==> config.mk <==
export PLATFORM = sky130hd
export DESIGN_NAME = hwmri_top
export DESIGN_NICKNAME = d
export VERILOG_FILES = /design/src/design/hwmri_top.v
export VERILOG_INCLUDE_DIRS = /design/src /design/src/design
export SDC_FILE = /design/constraint.sdc
export NUM_CORES = 1
export LEC_CHECK = 0
export BUFFER_PORTS_ARGS = -buffer_cell sky130_fd_sc_hd__buf_2
export CORE_MARGIN = 2
export CORE_UTILIZATION = 49
export CTS_BUF_LIST = sky130_fd_sc_hd__clkbuf_4 sky130_fd_sc_hd__clkbuf_8 sky130_fd_sc_hd__clkbuf_16
export CTS_CLUSTER_DIAMETER = 40
export CTS_CLUSTER_SIZE = 28
export DETAILED_ROUTE_END_ITERATION = 10
export PLACE_DENSITY_LB_ADDON = 0.2
export REMOVE_ABC_BUFFERS = 1
export SLEW_MARGIN = 40
export SYNTH_ARGS = -nofsm -noshare
export SYNTH_HDL_FRONTEND = slang
export SYNTH_SLANG_ARGS = --single-unit
==> constraint.sdc <==
create_clock -name clk -period 3.3 [get_ports clk]
set_clock_uncertainty 0.2 [all_clocks]
set_input_delay 0.495 -clock clk [delete_from_list [all_inputs] [get_ports clk]]
set_output_delay 0.495 -clock clk [all_outputs]
set_load 0.005 [all_outputs]
==> src/design/hwmri_consts.vh <==
// How it works
// Seven-bit pointer in index port bits
// Busy bit set by index write/serial
// Host avoids parallel access during serial
// Data port reads/writes selected location
// Upper value range auto-increments pointer
// Status one access advances to two
// Mask first access advances to second
// Start bit runs loop; standby keeps irqs
// Enable bits gate each interrupt output
// Hold bit forces irqs off, halts loop
// Reset bit pulses reset 20 ms
// Select bit picks nmi or irq
// Power hold bit pulls output low
// Soft init restores defaults except address
// Configuration resets to 0000_1000
// Status one bit layout
// Status two bit layout, bit7 zero
// Buffer overflow sets status two bit5
// Management masks block matching status bits
// Status read returns then clears
// Host line has own masks
// Output low when unmasked, enabled, unheld
`ifndef HWMRI_CONSTS_VH
`define HWMRI_CONSTS_VH
`define HWMRI_A_CFG 7'h40
`define HWMRI_A_ST1 7'h41
`define HWMRI_A_ST2 7'h42
`define HWMRI_A_MM1 7'h43
`define HWMRI_A_MM2 7'h44
`define HWMRI_A_HM1 7'h45
`define HWMRI_A_HM2 7'h46
`define HWMRI_A_VFD 7'h47
`define HWMRI_A_SBA 7'h48
`define HWMRI_A_CRI 7'h49
`define HWMRI_PORT_IDX 3'h5
`define HWMRI_PORT_DAT 3'h6
`define HWMRI_PORT_PC0 3'h0
`define HWMRI_PORT_PC4 3'h4
`define HWMRI_BUF_LAST 7'h1f
`define HWMRI_VAL_LO 7'h20
`define HWMRI_VAL_HI 7'h3f
`define HWMRI_VALI_LO 7'h60
`define HWMRI_RST_CFG 8'h08
`define HWMRI_RST_HM2 8'h40
`define HWMRI_RST_VFD 4'h5
`define HWMRI_RST_SBA 7'h2d
`define HWMRI_CFG_START 0
`define HWMRI_CFG_MEN 1
`define HWMRI_CFG_HEN 2
`define HWMRI_CFG_HOLD 3
`define HWMRI_CFG_RST 4
`define HWMRI_CFG_SEL 5
`define HWMRI_CFG_PWR 6
`define HWMRI_CFG_INIT 7
`define HWMRI_MM2_RSTEN 7
`define HWMRI_PULSE_NS 20000000
`define HWMRI_CLK_NS 10
`define HWMRI_PULSE_CYC ((`HWMRI_PULSE_NS + `HWMRI_CLK_NS - 1) / `HWMRI_CLK_NS)
`endif

==> src/design/hwmri_top.v <==
`timescale 1ns/10ps
`include "hwmri_consts.vh"
module hwmri_top #(
  parameter PULSE_CYC = `HWMRI_PULSE_CYC,
  // Identity bit, value is arbitrary
  parameter DEV_ID = 1'b1
) (
  input wire clk,
  input wire rst,
  input wire io_rd_n,
  input wire io_wr_n,
  input wire [2:0] port_sel,
  input wire [7:0] data_in,
  output reg [7:0] data_out,
  output reg data_oe,
  input wire serial_active,
  input wire [15:0] event_set,
  input wire [4:0] voltage_id_inputs,
  output reg mgmt_interrupt_out_n,
  output reg host_interrupt_out_n,
  output reg host_is_nmi,
  output reg reset_out_o,
  output reg reset_out_oe,
  output reg power_hold_o,
  output reg power_hold_oe,
  output reg monitor_run
);
  //////////////////////////////////////////////////////////////////
  // Register file
  reg [7:0] cfg_r;
  reg [7:0] st1_r;
  reg [7:0] st2_r;
  reg [7:0] mm1_r;
  reg [7:0] mm2_r;
  reg [7:0] hm1_r;
  reg [7:0] hm2_r;
  reg [3:0] fdiv_r;
  reg [6:0] sba_r;
  reg [6:0] ptr_r;
  reg [6:0] bufp_r;
  reg [6:0] rdp_r;
  reg busy_r;
  reg busy_idx_r;
  reg ser_q_r;
  reg rd_q_r;
  reg wr_q_r;
  reg [31:0] pcnt_r;
  // Code buffer and value RAM share one array
  reg [7:0] mem [0:127];
  //////////////////////////////////////////////////////////////////
  // Decoded strobes
  wire rd_stb;
  wire wr_stb;
  wire idx_wr;
  wire dat_acc;
  wire dat_wr;
  wire dat_rd;
  wire buf_wr;
  wire buf_ovf;
  wire soft_init;
  wire ser_rise;
  wire ser_fall;
  wire pulse_end;
  wire rst_keep;
  wire mgmt_req;
  wire host_req;
  wire [6:0] eff;
  wire [7:0] st2_ev;
  reg [7:0] rdv;
  //////////////////////////////////////////////////////////////////
  function is_value;
    input [6:0] a;
    begin
      is_value = (a >= `HWMRI_VAL_LO) && (a <= `HWMRI_VAL_HI);
    end
  endfunction
  //////////////////////////////////////////////////////////////////
  // second status layout
  function [7:0] st2_map;
    input [15:0] ev;
    input ovf;
    begin
      st2_map = {1'b0, ev[14], ovf, ev[12], ev[11:8]};
    end
  endfunction
  //////////////////////////////////////////////////////////////////
  function [6:0] next_ptr;
    input [6:0] p;
    begin
      if (p >= `HWMRI_VALI_LO)
        next_ptr = p + 7'h01;
      else if (p == `HWMRI_A_ST1 || p == `HWMRI_A_MM1 || p == `HWMRI_A_HM1)
        next_ptr = p + 7'h01;
      else
        next_ptr = p;
    end
  endfunction
  //////////////////////////////////////////////////////////////////
  function any_unmasked;
    input [15:0] st;
    input [15:0] mask;
    begin
      any_unmasked = |(st & ~mask);
    end
  endfunction
  //////////////////////////////////////////////////////////////////
  // Strobe edges; each access is taken once
  assign rd_stb = !io_rd_n && rd_q_r;
  assign wr_stb = !io_wr_n && wr_q_r;
  assign idx_wr = wr_stb && port_sel == `HWMRI_PORT_IDX;
  assign dat_acc = (rd_stb || wr_stb) && port_sel == `HWMRI_PORT_DAT;
  assign dat_wr = wr_stb && port_sel == `HWMRI_PORT_DAT;
  assign dat_rd = rd_stb && port_sel == `HWMRI_PORT_DAT;
  assign buf_wr = wr_stb && (port_sel == `HWMRI_PORT_PC0 || port_sel == `HWMRI_PORT_PC4);
  assign buf_ovf = buf_wr && bufp_r == `HWMRI_BUF_LAST;
  assign soft_init = cfg_r[`HWMRI_CFG_INIT];
  assign ser_rise = serial_active && !ser_q_r;
  assign ser_fall = !serial_active && ser_q_r;
  assign pulse_end = cfg_r[`HWMRI_CFG_RST] && (pcnt_r >= PULSE_CYC - 1);
  // Pulse bit is never cut short by a config write; only its timer, reset or soft init clears it
  assign rst_keep = cfg_r[`HWMRI_CFG_RST] && !pulse_end;
  assign eff = (ptr_r >= `HWMRI_VALI_LO) ? ptr_r - 7'h40 : ptr_r;
  assign st2_ev = st2_map(event_set, buf_ovf);
  assign mgmt_req = any_unmasked({st2_r, st1_r}, {mm2_r, mm1_r});
  assign host_req = any_unmasked({st2_r, st1_r}, {hm2_r, hm1_r});
  //////////////////////////////////////////////////////////////////
  always @*
  begin
    case (ptr_r)
      `HWMRI_A_CFG: rdv = cfg_r;
      `HWMRI_A_ST1: rdv = st1_r;
      `HWMRI_A_ST2: rdv = st2_r;
      `HWMRI_A_MM1: rdv = mm1_r;
      `HWMRI_A_MM2: rdv = mm2_r;
      `HWMRI_A_HM1: rdv = hm1_r;
      `HWMRI_A_HM2: rdv = hm2_r;
      `HWMRI_A_VFD: rdv = {fdiv_r, voltage_id_inputs[3:0]};
      `HWMRI_A_SBA: rdv = {1'b0, sba_r};
      `HWMRI_A_CRI: rdv = {DEV_ID, 6'h00, voltage_id_inputs[4]};
      default:
      begin
        if (ptr_r <= `HWMRI_BUF_LAST)
          rdv = mem[rdp_r];
        else if (is_value(eff))
          rdv = mem[eff];
        else
          rdv = 8'h00;
      end
    endcase
  end
  //////////////////////////////////////////////////////////////////
  // Previous levels for edge detection, idle values after reset
  always @(posedge clk)
  begin
    if (rst)
    begin
      rd_q_r <= 1'b1;
      wr_q_r <= 1'b1;
      ser_q_r <= 1'b0;
    end
    else
    begin
      rd_q_r <= io_rd_n;
      wr_q_r <= io_wr_n;
      ser_q_r <= serial_active;
    end
  end
  //////////////////////////////////////////////////////////////////
  // address survives init
  always @(posedge clk)
  begin
    if (rst)
      sba_r <= `HWMRI_RST_SBA;
    else if (dat_wr && ptr_r == `HWMRI_A_SBA)
      sba_r <= data_in[6:0];
  end
  //////////////////////////////////////////////////////////////////
  // RAM contents are not cleared by any reset
  always @(posedge clk)
  begin
    if (dat_wr && is_value(eff))
      mem[eff] <= data_in;
    // code capture write
    if (buf_wr)
      mem[bufp_r] <= data_in;
  end
  //////////////////////////////////////////////////////////////////
  always @(posedge clk)
  begin
    if (rst || soft_init)
      ptr_r <= 7'h00;
    // pointer write
    else if (idx_wr)
      ptr_r <= data_in[6:0];
    // pointer advance
    else if (dat_acc)
      ptr_r <= next_ptr(ptr_r);
  end
  //////////////////////////////////////////////////////////////////
  // Read pointer wraps inside the code buffer
  always @(posedge clk)
  begin
    if (rst || soft_init)
      rdp_r <= 7'h00;
    else if (dat_rd && ptr_r <= `HWMRI_BUF_LAST)
      rdp_r <= {2'b00, rdp_r[4:0] + 5'h01};
  end
  //////////////////////////////////////////////////////////////////
  // overflow stops buffer pointer
  always @(posedge clk)
  begin
    if (rst || soft_init)
      bufp_r <= 7'h00;
    else if (buf_wr && bufp_r != `HWMRI_BUF_LAST)
      bufp_r <= bufp_r + 7'h01;
  end
  //////////////////////////////////////////////////////////////////
  // busy set and clear
  always @(posedge clk)
  begin
    if (rst || soft_init)
    begin
      busy_r <= 1'b0;
      busy_idx_r <= 1'b0;
    end
    else if (idx_wr)
    begin
      busy_r <= 1'b1;
      busy_idx_r <= 1'b1;
    end
    else if (ser_rise)
    begin
      busy_r <= 1'b1;
      busy_idx_r <= 1'b0;
    end
    else if (dat_acc && busy_idx_r)
      busy_r <= 1'b0;
    else if (ser_fall && !busy_idx_r)
      busy_r <= 1'b0;
  end
  //////////////////////////////////////////////////////////////////
  always @(posedge clk)
  begin
    // soft init, R15 reset value
    if (rst || soft_init)
      cfg_r <= `HWMRI_RST_CFG;
    else
    begin
      // pulse bit refused without enable
      if (dat_wr && ptr_r == `HWMRI_A_CFG)
        cfg_r <= {data_in[7:5], rst_keep || (data_in[4] && mm2_r[`HWMRI_MM2_RSTEN]), data_in[3:0]};
      else if (pulse_end)
        cfg_r[`HWMRI_CFG_RST] <= 1'b0;
      if (dat_wr && ptr_r == `HWMRI_A_CRI)
        cfg_r[`HWMRI_CFG_INIT] <= data_in[5];
    end
  end
  //////////////////////////////////////////////////////////////////
  // pulse timing and self clear
  always @(posedge clk)
  begin
    if (rst || soft_init || !cfg_r[`HWMRI_CFG_RST] || pulse_end)
      pcnt_r <= 32'h0000_0000;
    else
      pcnt_r <= pcnt_r + 32'h0000_0001;
  end
  //////////////////////////////////////////////////////////////////
  // mask registers
  always @(posedge clk)
  begin
    if (rst || soft_init)
    begin
      mm1_r <= 8'h00;
      mm2_r <= 8'h00;
      hm1_r <= 8'h00;
      hm2_r <= `HWMRI_RST_HM2;
      fdiv_r <= `HWMRI_RST_VFD;
    end
    else if (dat_wr)
    begin
      case (ptr_r)
        `HWMRI_A_MM1: mm1_r <= data_in;
        `HWMRI_A_MM2: mm2_r <= data_in;
        `HWMRI_A_HM1: hm1_r <= data_in;
        `HWMRI_A_HM2: hm2_r <= data_in;
        `HWMRI_A_VFD: fdiv_r <= data_in[7:4];
        default: ;
      endcase
    end
  end
  //////////////////////////////////////////////////////////////////
  // read clears, R16 R17 sets win
  always @(posedge clk)
  begin
    if (rst || soft_init)
    begin
      st1_r <= 8'h00;
      st2_r <= 8'h00;
    end
    else
    begin
      if (dat_rd && ptr_r == `HWMRI_A_ST1)
        st1_r <= event_set[7:0];
      else
        st1_r <= st1_r | event_set[7:0];
      if (dat_rd && ptr_r == `HWMRI_A_ST2)
        st2_r <= st2_ev;
      else
        st2_r <= st2_r | st2_ev;
    end
  end
  //////////////////////////////////////////////////////////////////
  always @(posedge clk)
  begin
    if (rst)
    begin
      data_out <= 8'h00;
      data_oe <= 1'b0;
      mgmt_interrupt_out_n <= 1'b1;
      host_interrupt_out_n <= 1'b1;
      host_is_nmi <= 1'b0;
      reset_out_o <= 1'b0;
      reset_out_oe <= 1'b0;
      power_hold_o <= 1'b0;
      power_hold_oe <= 1'b0;
      monitor_run <= 1'b0;
    end
    else
    begin
      // read value held while strobe low
      if (rd_stb)
        data_out <= (port_sel == `HWMRI_PORT_IDX) ? {busy_r, ptr_r} : rdv;
      data_oe <= !io_rd_n && (port_sel == `HWMRI_PORT_IDX || port_sel == `HWMRI_PORT_DAT);
      // management line
      mgmt_interrupt_out_n <= !(mgmt_req && cfg_r[`HWMRI_CFG_MEN] && !cfg_r[`HWMRI_CFG_HOLD]);
      // host line
      host_interrupt_out_n <= !(host_req && cfg_r[`HWMRI_CFG_HEN] && !cfg_r[`HWMRI_CFG_HOLD]);
      // line personality
      host_is_nmi <= cfg_r[`HWMRI_CFG_SEL];
      // reset drive
      reset_out_oe <= cfg_r[`HWMRI_CFG_RST];
      // power hold drive
      power_hold_oe <= cfg_r[`HWMRI_CFG_PWR];
      // monitoring run
      monitor_run <= cfg_r[`HWMRI_CFG_START] && !cfg_r[`HWMRI_CFG_HOLD];
    end
  end
endmodule // hwmri_top

* After elaboration in Yosys (flattened, before gate mapping)
Memories as Yosys holds them, arrays and structs flattened. A register that Yosys moved wholly into a read port is not among the register bits. Index checks and enable logic that the tools add are counted.
Word-level totals: output and inout port bits 17, bits of input ports 37, memory bits (writable) 1024, memories 1, word-level logic and storage cells 157, bits in read-only memories 0, bits in latches 0, bits in registers 138
Memories:
- mem | depth 128, width 8, read ports 2, clocked after Yosys merged registers in 1, wr ports 1, RTL line hwmri_top.v:49 | reg [7:0] mem [0:127];
Cells by class: add/sub/neg operators 5, eq/ne operators 15, multipliers 0, bitwise gates (word level) 6, reductions and logical operators 66, shifts and indexed selects 0, magnitude comparators 5, muxes and demuxes 30, div/mod/pow operators 0
Operators by type and width (number):
- $pmux 8 s10 | 1
- $eq 7x7->1 const B | 10
- $mux 7 | 9
- $mux 8 | 5
- $add 32x1->32 const B | 1
- $and 16x16->16 | 2
- $ge 32x21->1 const B | 1
- $not 16->16 | 2
- $reduce_or 16->1 | 2
- $logic_and 1x1->1 | 30
- $add 7x1->7 const B | 2
- $mux 1 | 14
- $reduce_and 2->1 | 6
- $logic_not 1->1 | 10
- $eq 3x3->1 const B | 3
- $logic_or 1x1->1 | 9
- $or 8x7->8 | 1
- $or 8x8->8 | 1
- $reduce_bool 2->1 | 4
- $reduce_or 8->1 | 1
- $eq 7x5->1 const B | 1
- $ge 7x6->1 const B | 1
- $ge 7x7->1 const B | 1
- $le 7x5->1 const B | 1
- 9 further kinds | 9

* Longest topological paths before layout
depth after elaboration 8, mapped depth 10, gate-level depth less buffers 8

* Worst setup path before layout
Ideal clock, no wire load.
kind input port to flip-flop, start input port io_wr_n, end memory mem[0][0] (enable), setup time 0.370 ns, cell stages on the path 7, buffers on the path 2, path slack 0.609 ns, data arrival time 2.121 ns, cells stage by stage nor4b_2 -> buf_4 -> mux2i_1 -> nand3_1 -> nand2b_4 -> buf_2 -> nor2_1
On the way: longest elaborated chain between the ends 7
RTL lines:
- from (decl) | RTL line hwmri_top.v:11 | input wire io_wr_n,
- $logic_not 1->1 (*) | RTL line hwmri_top.v:109 | assign wr_stb = !io_wr_n && wr_q_r;
- $logic_and 1x1->1 (*) | RTL line hwmri_top.v:109
- $logic_and 1x1->1, on equally long branches
- $mux 1 / $logic_and 1x1->1 (equally long branches) | RTL line hwmri_top.v:184, hwmri_top.v:181
- $mux 1, on equally long branches | RTL line hwmri_top.v:185, hwmri_top.v:181
- $reduce_or 8->1 (no source line) / $mux 1 (equally long branches)
- $mux 7 (no source line) / $mux 1 (equally long branches)
- to (decl) | RTL line hwmri_top.v:49
Mark *: on every way between the ends. The rest lies on a longest branch, timed or not.

* Final worst setup path
start input port io_wr_n, end memory mem[58][6] (enable)
Same word-level chain as after synthesis.

==> reports/metrics.cfg <==
[run_status]
status = completed

[layout]
drive_above_1_share_pct = 25.0
final_common_cell = edfxtp_1
area_delta_synth_final_pct = 19.7
num_antenna_cells = 0
instances_no_fill = 2641
multi_input_area_um2 = 7430
fillers = 3944
register_area_um2 = 18200
design_area_um2 = 31400
final_cell_mix = 512 x edfxtp_1, 198 x nor2_1, 136 x dfxtp_1
final_nets = 1927

[setup_path]
path_cells = dlygate4sd3_1 -> buf_2 -> nor4b_2 -> buf_4 -> a21o_1 -> and2_1 -> nand3_1 -> buf_4 -> nor2_1 -> buf_4
worst_ep_required_time_ps = 3420
crit_top_cell = buf_4
startpoint_type = primary input
cp_max_fo = 16
worstSetupPathType = in -> reg
cp-end-kind = register
crit_path_top_delay_cell = dlygate4sd3_1
cpPeakStageDelay_ps = 530
cp.arrival_ps = 3240

[sta]
hold_viol_final = 0
rsz0062_at_grt = no
fmax_mhz = 320
setup_viol = 0
slew_headroom_pct = 44.3
worst_pin_slew_ps = 836
whs_ps = 42.5
tns_ps = 0
final.min_clock_period_ps = 3120
finalCritPeriodShare_pct = 94.7
drv_slew = 0

[drt]
ant_nets = 0
post_drt_wl_per_cell_um = 24.6
route.detailed.drc = 0
first_pass_iters = 7
vias = 15400
drt_iter0_drc = 1441
routed_wl_mm = 64.9
viasPerCell = 5.85

[synth]
synth_seq_cells = 654
synthesis.area_um2 = 26300
synthDistinctLibCells = 71
synthArstFlopShare_pct = 0
synth_edf_count = 512
yosys_warnings = 0
synthCells = 1673
syn_area_per_cell_um2 = 15.7
yosys.area.top_type_share_pct = 58.6
yosysTopAreaCell = edfxtp_1
synthTopCellsByArea = edfxtp_1 59%, dfxtp_1 11%, mux4_2 9.1%
synthFlopType = edfxtp_1
seq_area_frac_synth_pct = 69.4

[clocking]
clock_latency_ps = 630
cts_resized = 0
cts_tree = yes
clk_path_buf_depth = 3
path_clk_slew_ps = 50
postCtsHoldBufs = 19
htree_levels = 3
numCtsBuffers = 87
cts_sinks = 654
post_cts_buffers = 0
root_buffer = clkbuf_16

[global_route]
grt_pass1_wl_mm = 96.8
grt_max_degree = 60
overflow = 0
grt_pass1_vias = 15400
antenna_found_initial = 1
grt_usage_pct = 23.6

[power_and_ir_drop]
p_leak_uw = 0.0105
ir_drop_mv = 0.434
power_density_nw_per_um2 = 628
total_power_uw = 19700

[place]
dp_hpwl_mm = 42.6
gp_congestion = 0.906
port_buffers = 49
place_area_um2 = 28000
placed_cells = 2463

[floorplanning]
die_w_um = 235
std_cell_rows = 84
io_pins = 54
fp.dieH_um = 235
die_area_um2 = 55400
initial_core_util_pct = 49.8
core_um2 = 52800

[job]
maxCapViolations = 0

[min_path]
holdCritPathClass = in -> reg

## routing by layer
metal  GRT usage, %  wire length [um]  part of all wire (%)
met1           32.3             27300                    42
met4           8.96              2300                   3.5
met5              0                13                 0.020
met2           37.2             30800                    47
met3           5.14              4510                   6.9
## cell families (layout without fill, tap and decap cells)
logic type	after synthesis	count (layout)	synth area share, %
fa+ha+maj	7	7	0.334
simple gates	461	461	8.27
buf+inv	119	387	2.46
other cells	1	13	0.0143
flops	654	654	69.4
mux	211	211	13.5
compound gates	190	190	5.04
xor+xnor	30	30	1.00
## through the flow
stage / util (%) / worst slack (ps)
final: 59.6 / 176
after global routing: 59.6 / 26.1
after CTS: 59.6 / 194
after detailed placement: 53.1 / 97.6
after global placement: 53.1 / 145
after floorplan: - / -1480
## critical path, delay by kind of cell
| kind | cells | cell delay [ps] |
|---|---|---|
| buffers and inverters | 5 | 1480 |
| and+or+nand+nor | 4 | 1030 |
| AOI/OAI and AO/OA | 1 | 230 |
## flip-flops by register name, summed over array words and instances (netlist names), 8 cells and up, named ones only
signal	flops
pcnt_r	32
mm1_r	8
mem	512
cfg_r	8
mm2_r	8
hm1_r	8
st1_r	8
hm2_r	8
data_out	8
## where the power goes
group	total [uW]	internal [uW]	switching [uW]
Clock	10200	6480	3720
Sequential	8960	8910	49.8
Combinational	584	210	374
## synth_stat cells (27+ instances only)
cell type    n
mux4_2     106
nor2b_1     27
nor2_1     198
nand3_1     49
nand2_1     81
a22oi_1     33
clkbuf_1    28
edfxtp_1   512
mux2i_1     84
o22ai_1     35
a21oi_1     32
buf_2       34
dfxtp_1    142
## path summary, 6_finish.rpt
check | startpoint | to | slack (ps) | depth (start not counted)
setup / recovery | io_wr_n | mem[58][6] | 180 | 10
hold / removal | port_sel[1] | data_oe | 40 | 3
setup reg to reg | ptr_r[0] | mem[58][6] | 290 | 8
hold reg to reg | cfg_r[1] | mgmt_interrupt_out_n | 250 | 1
## final cells by class
type	count	area share (%)
repair buffers	203	4.98
well taps	688	2.74
clock buffers	104	7.76
clock inverters	55	2.53
multi-input cells	912	23.7
flip-flops and latches	654	58.0
inverters	25	0.299
No activity file was read; power rests on OpenSTA's default activity.
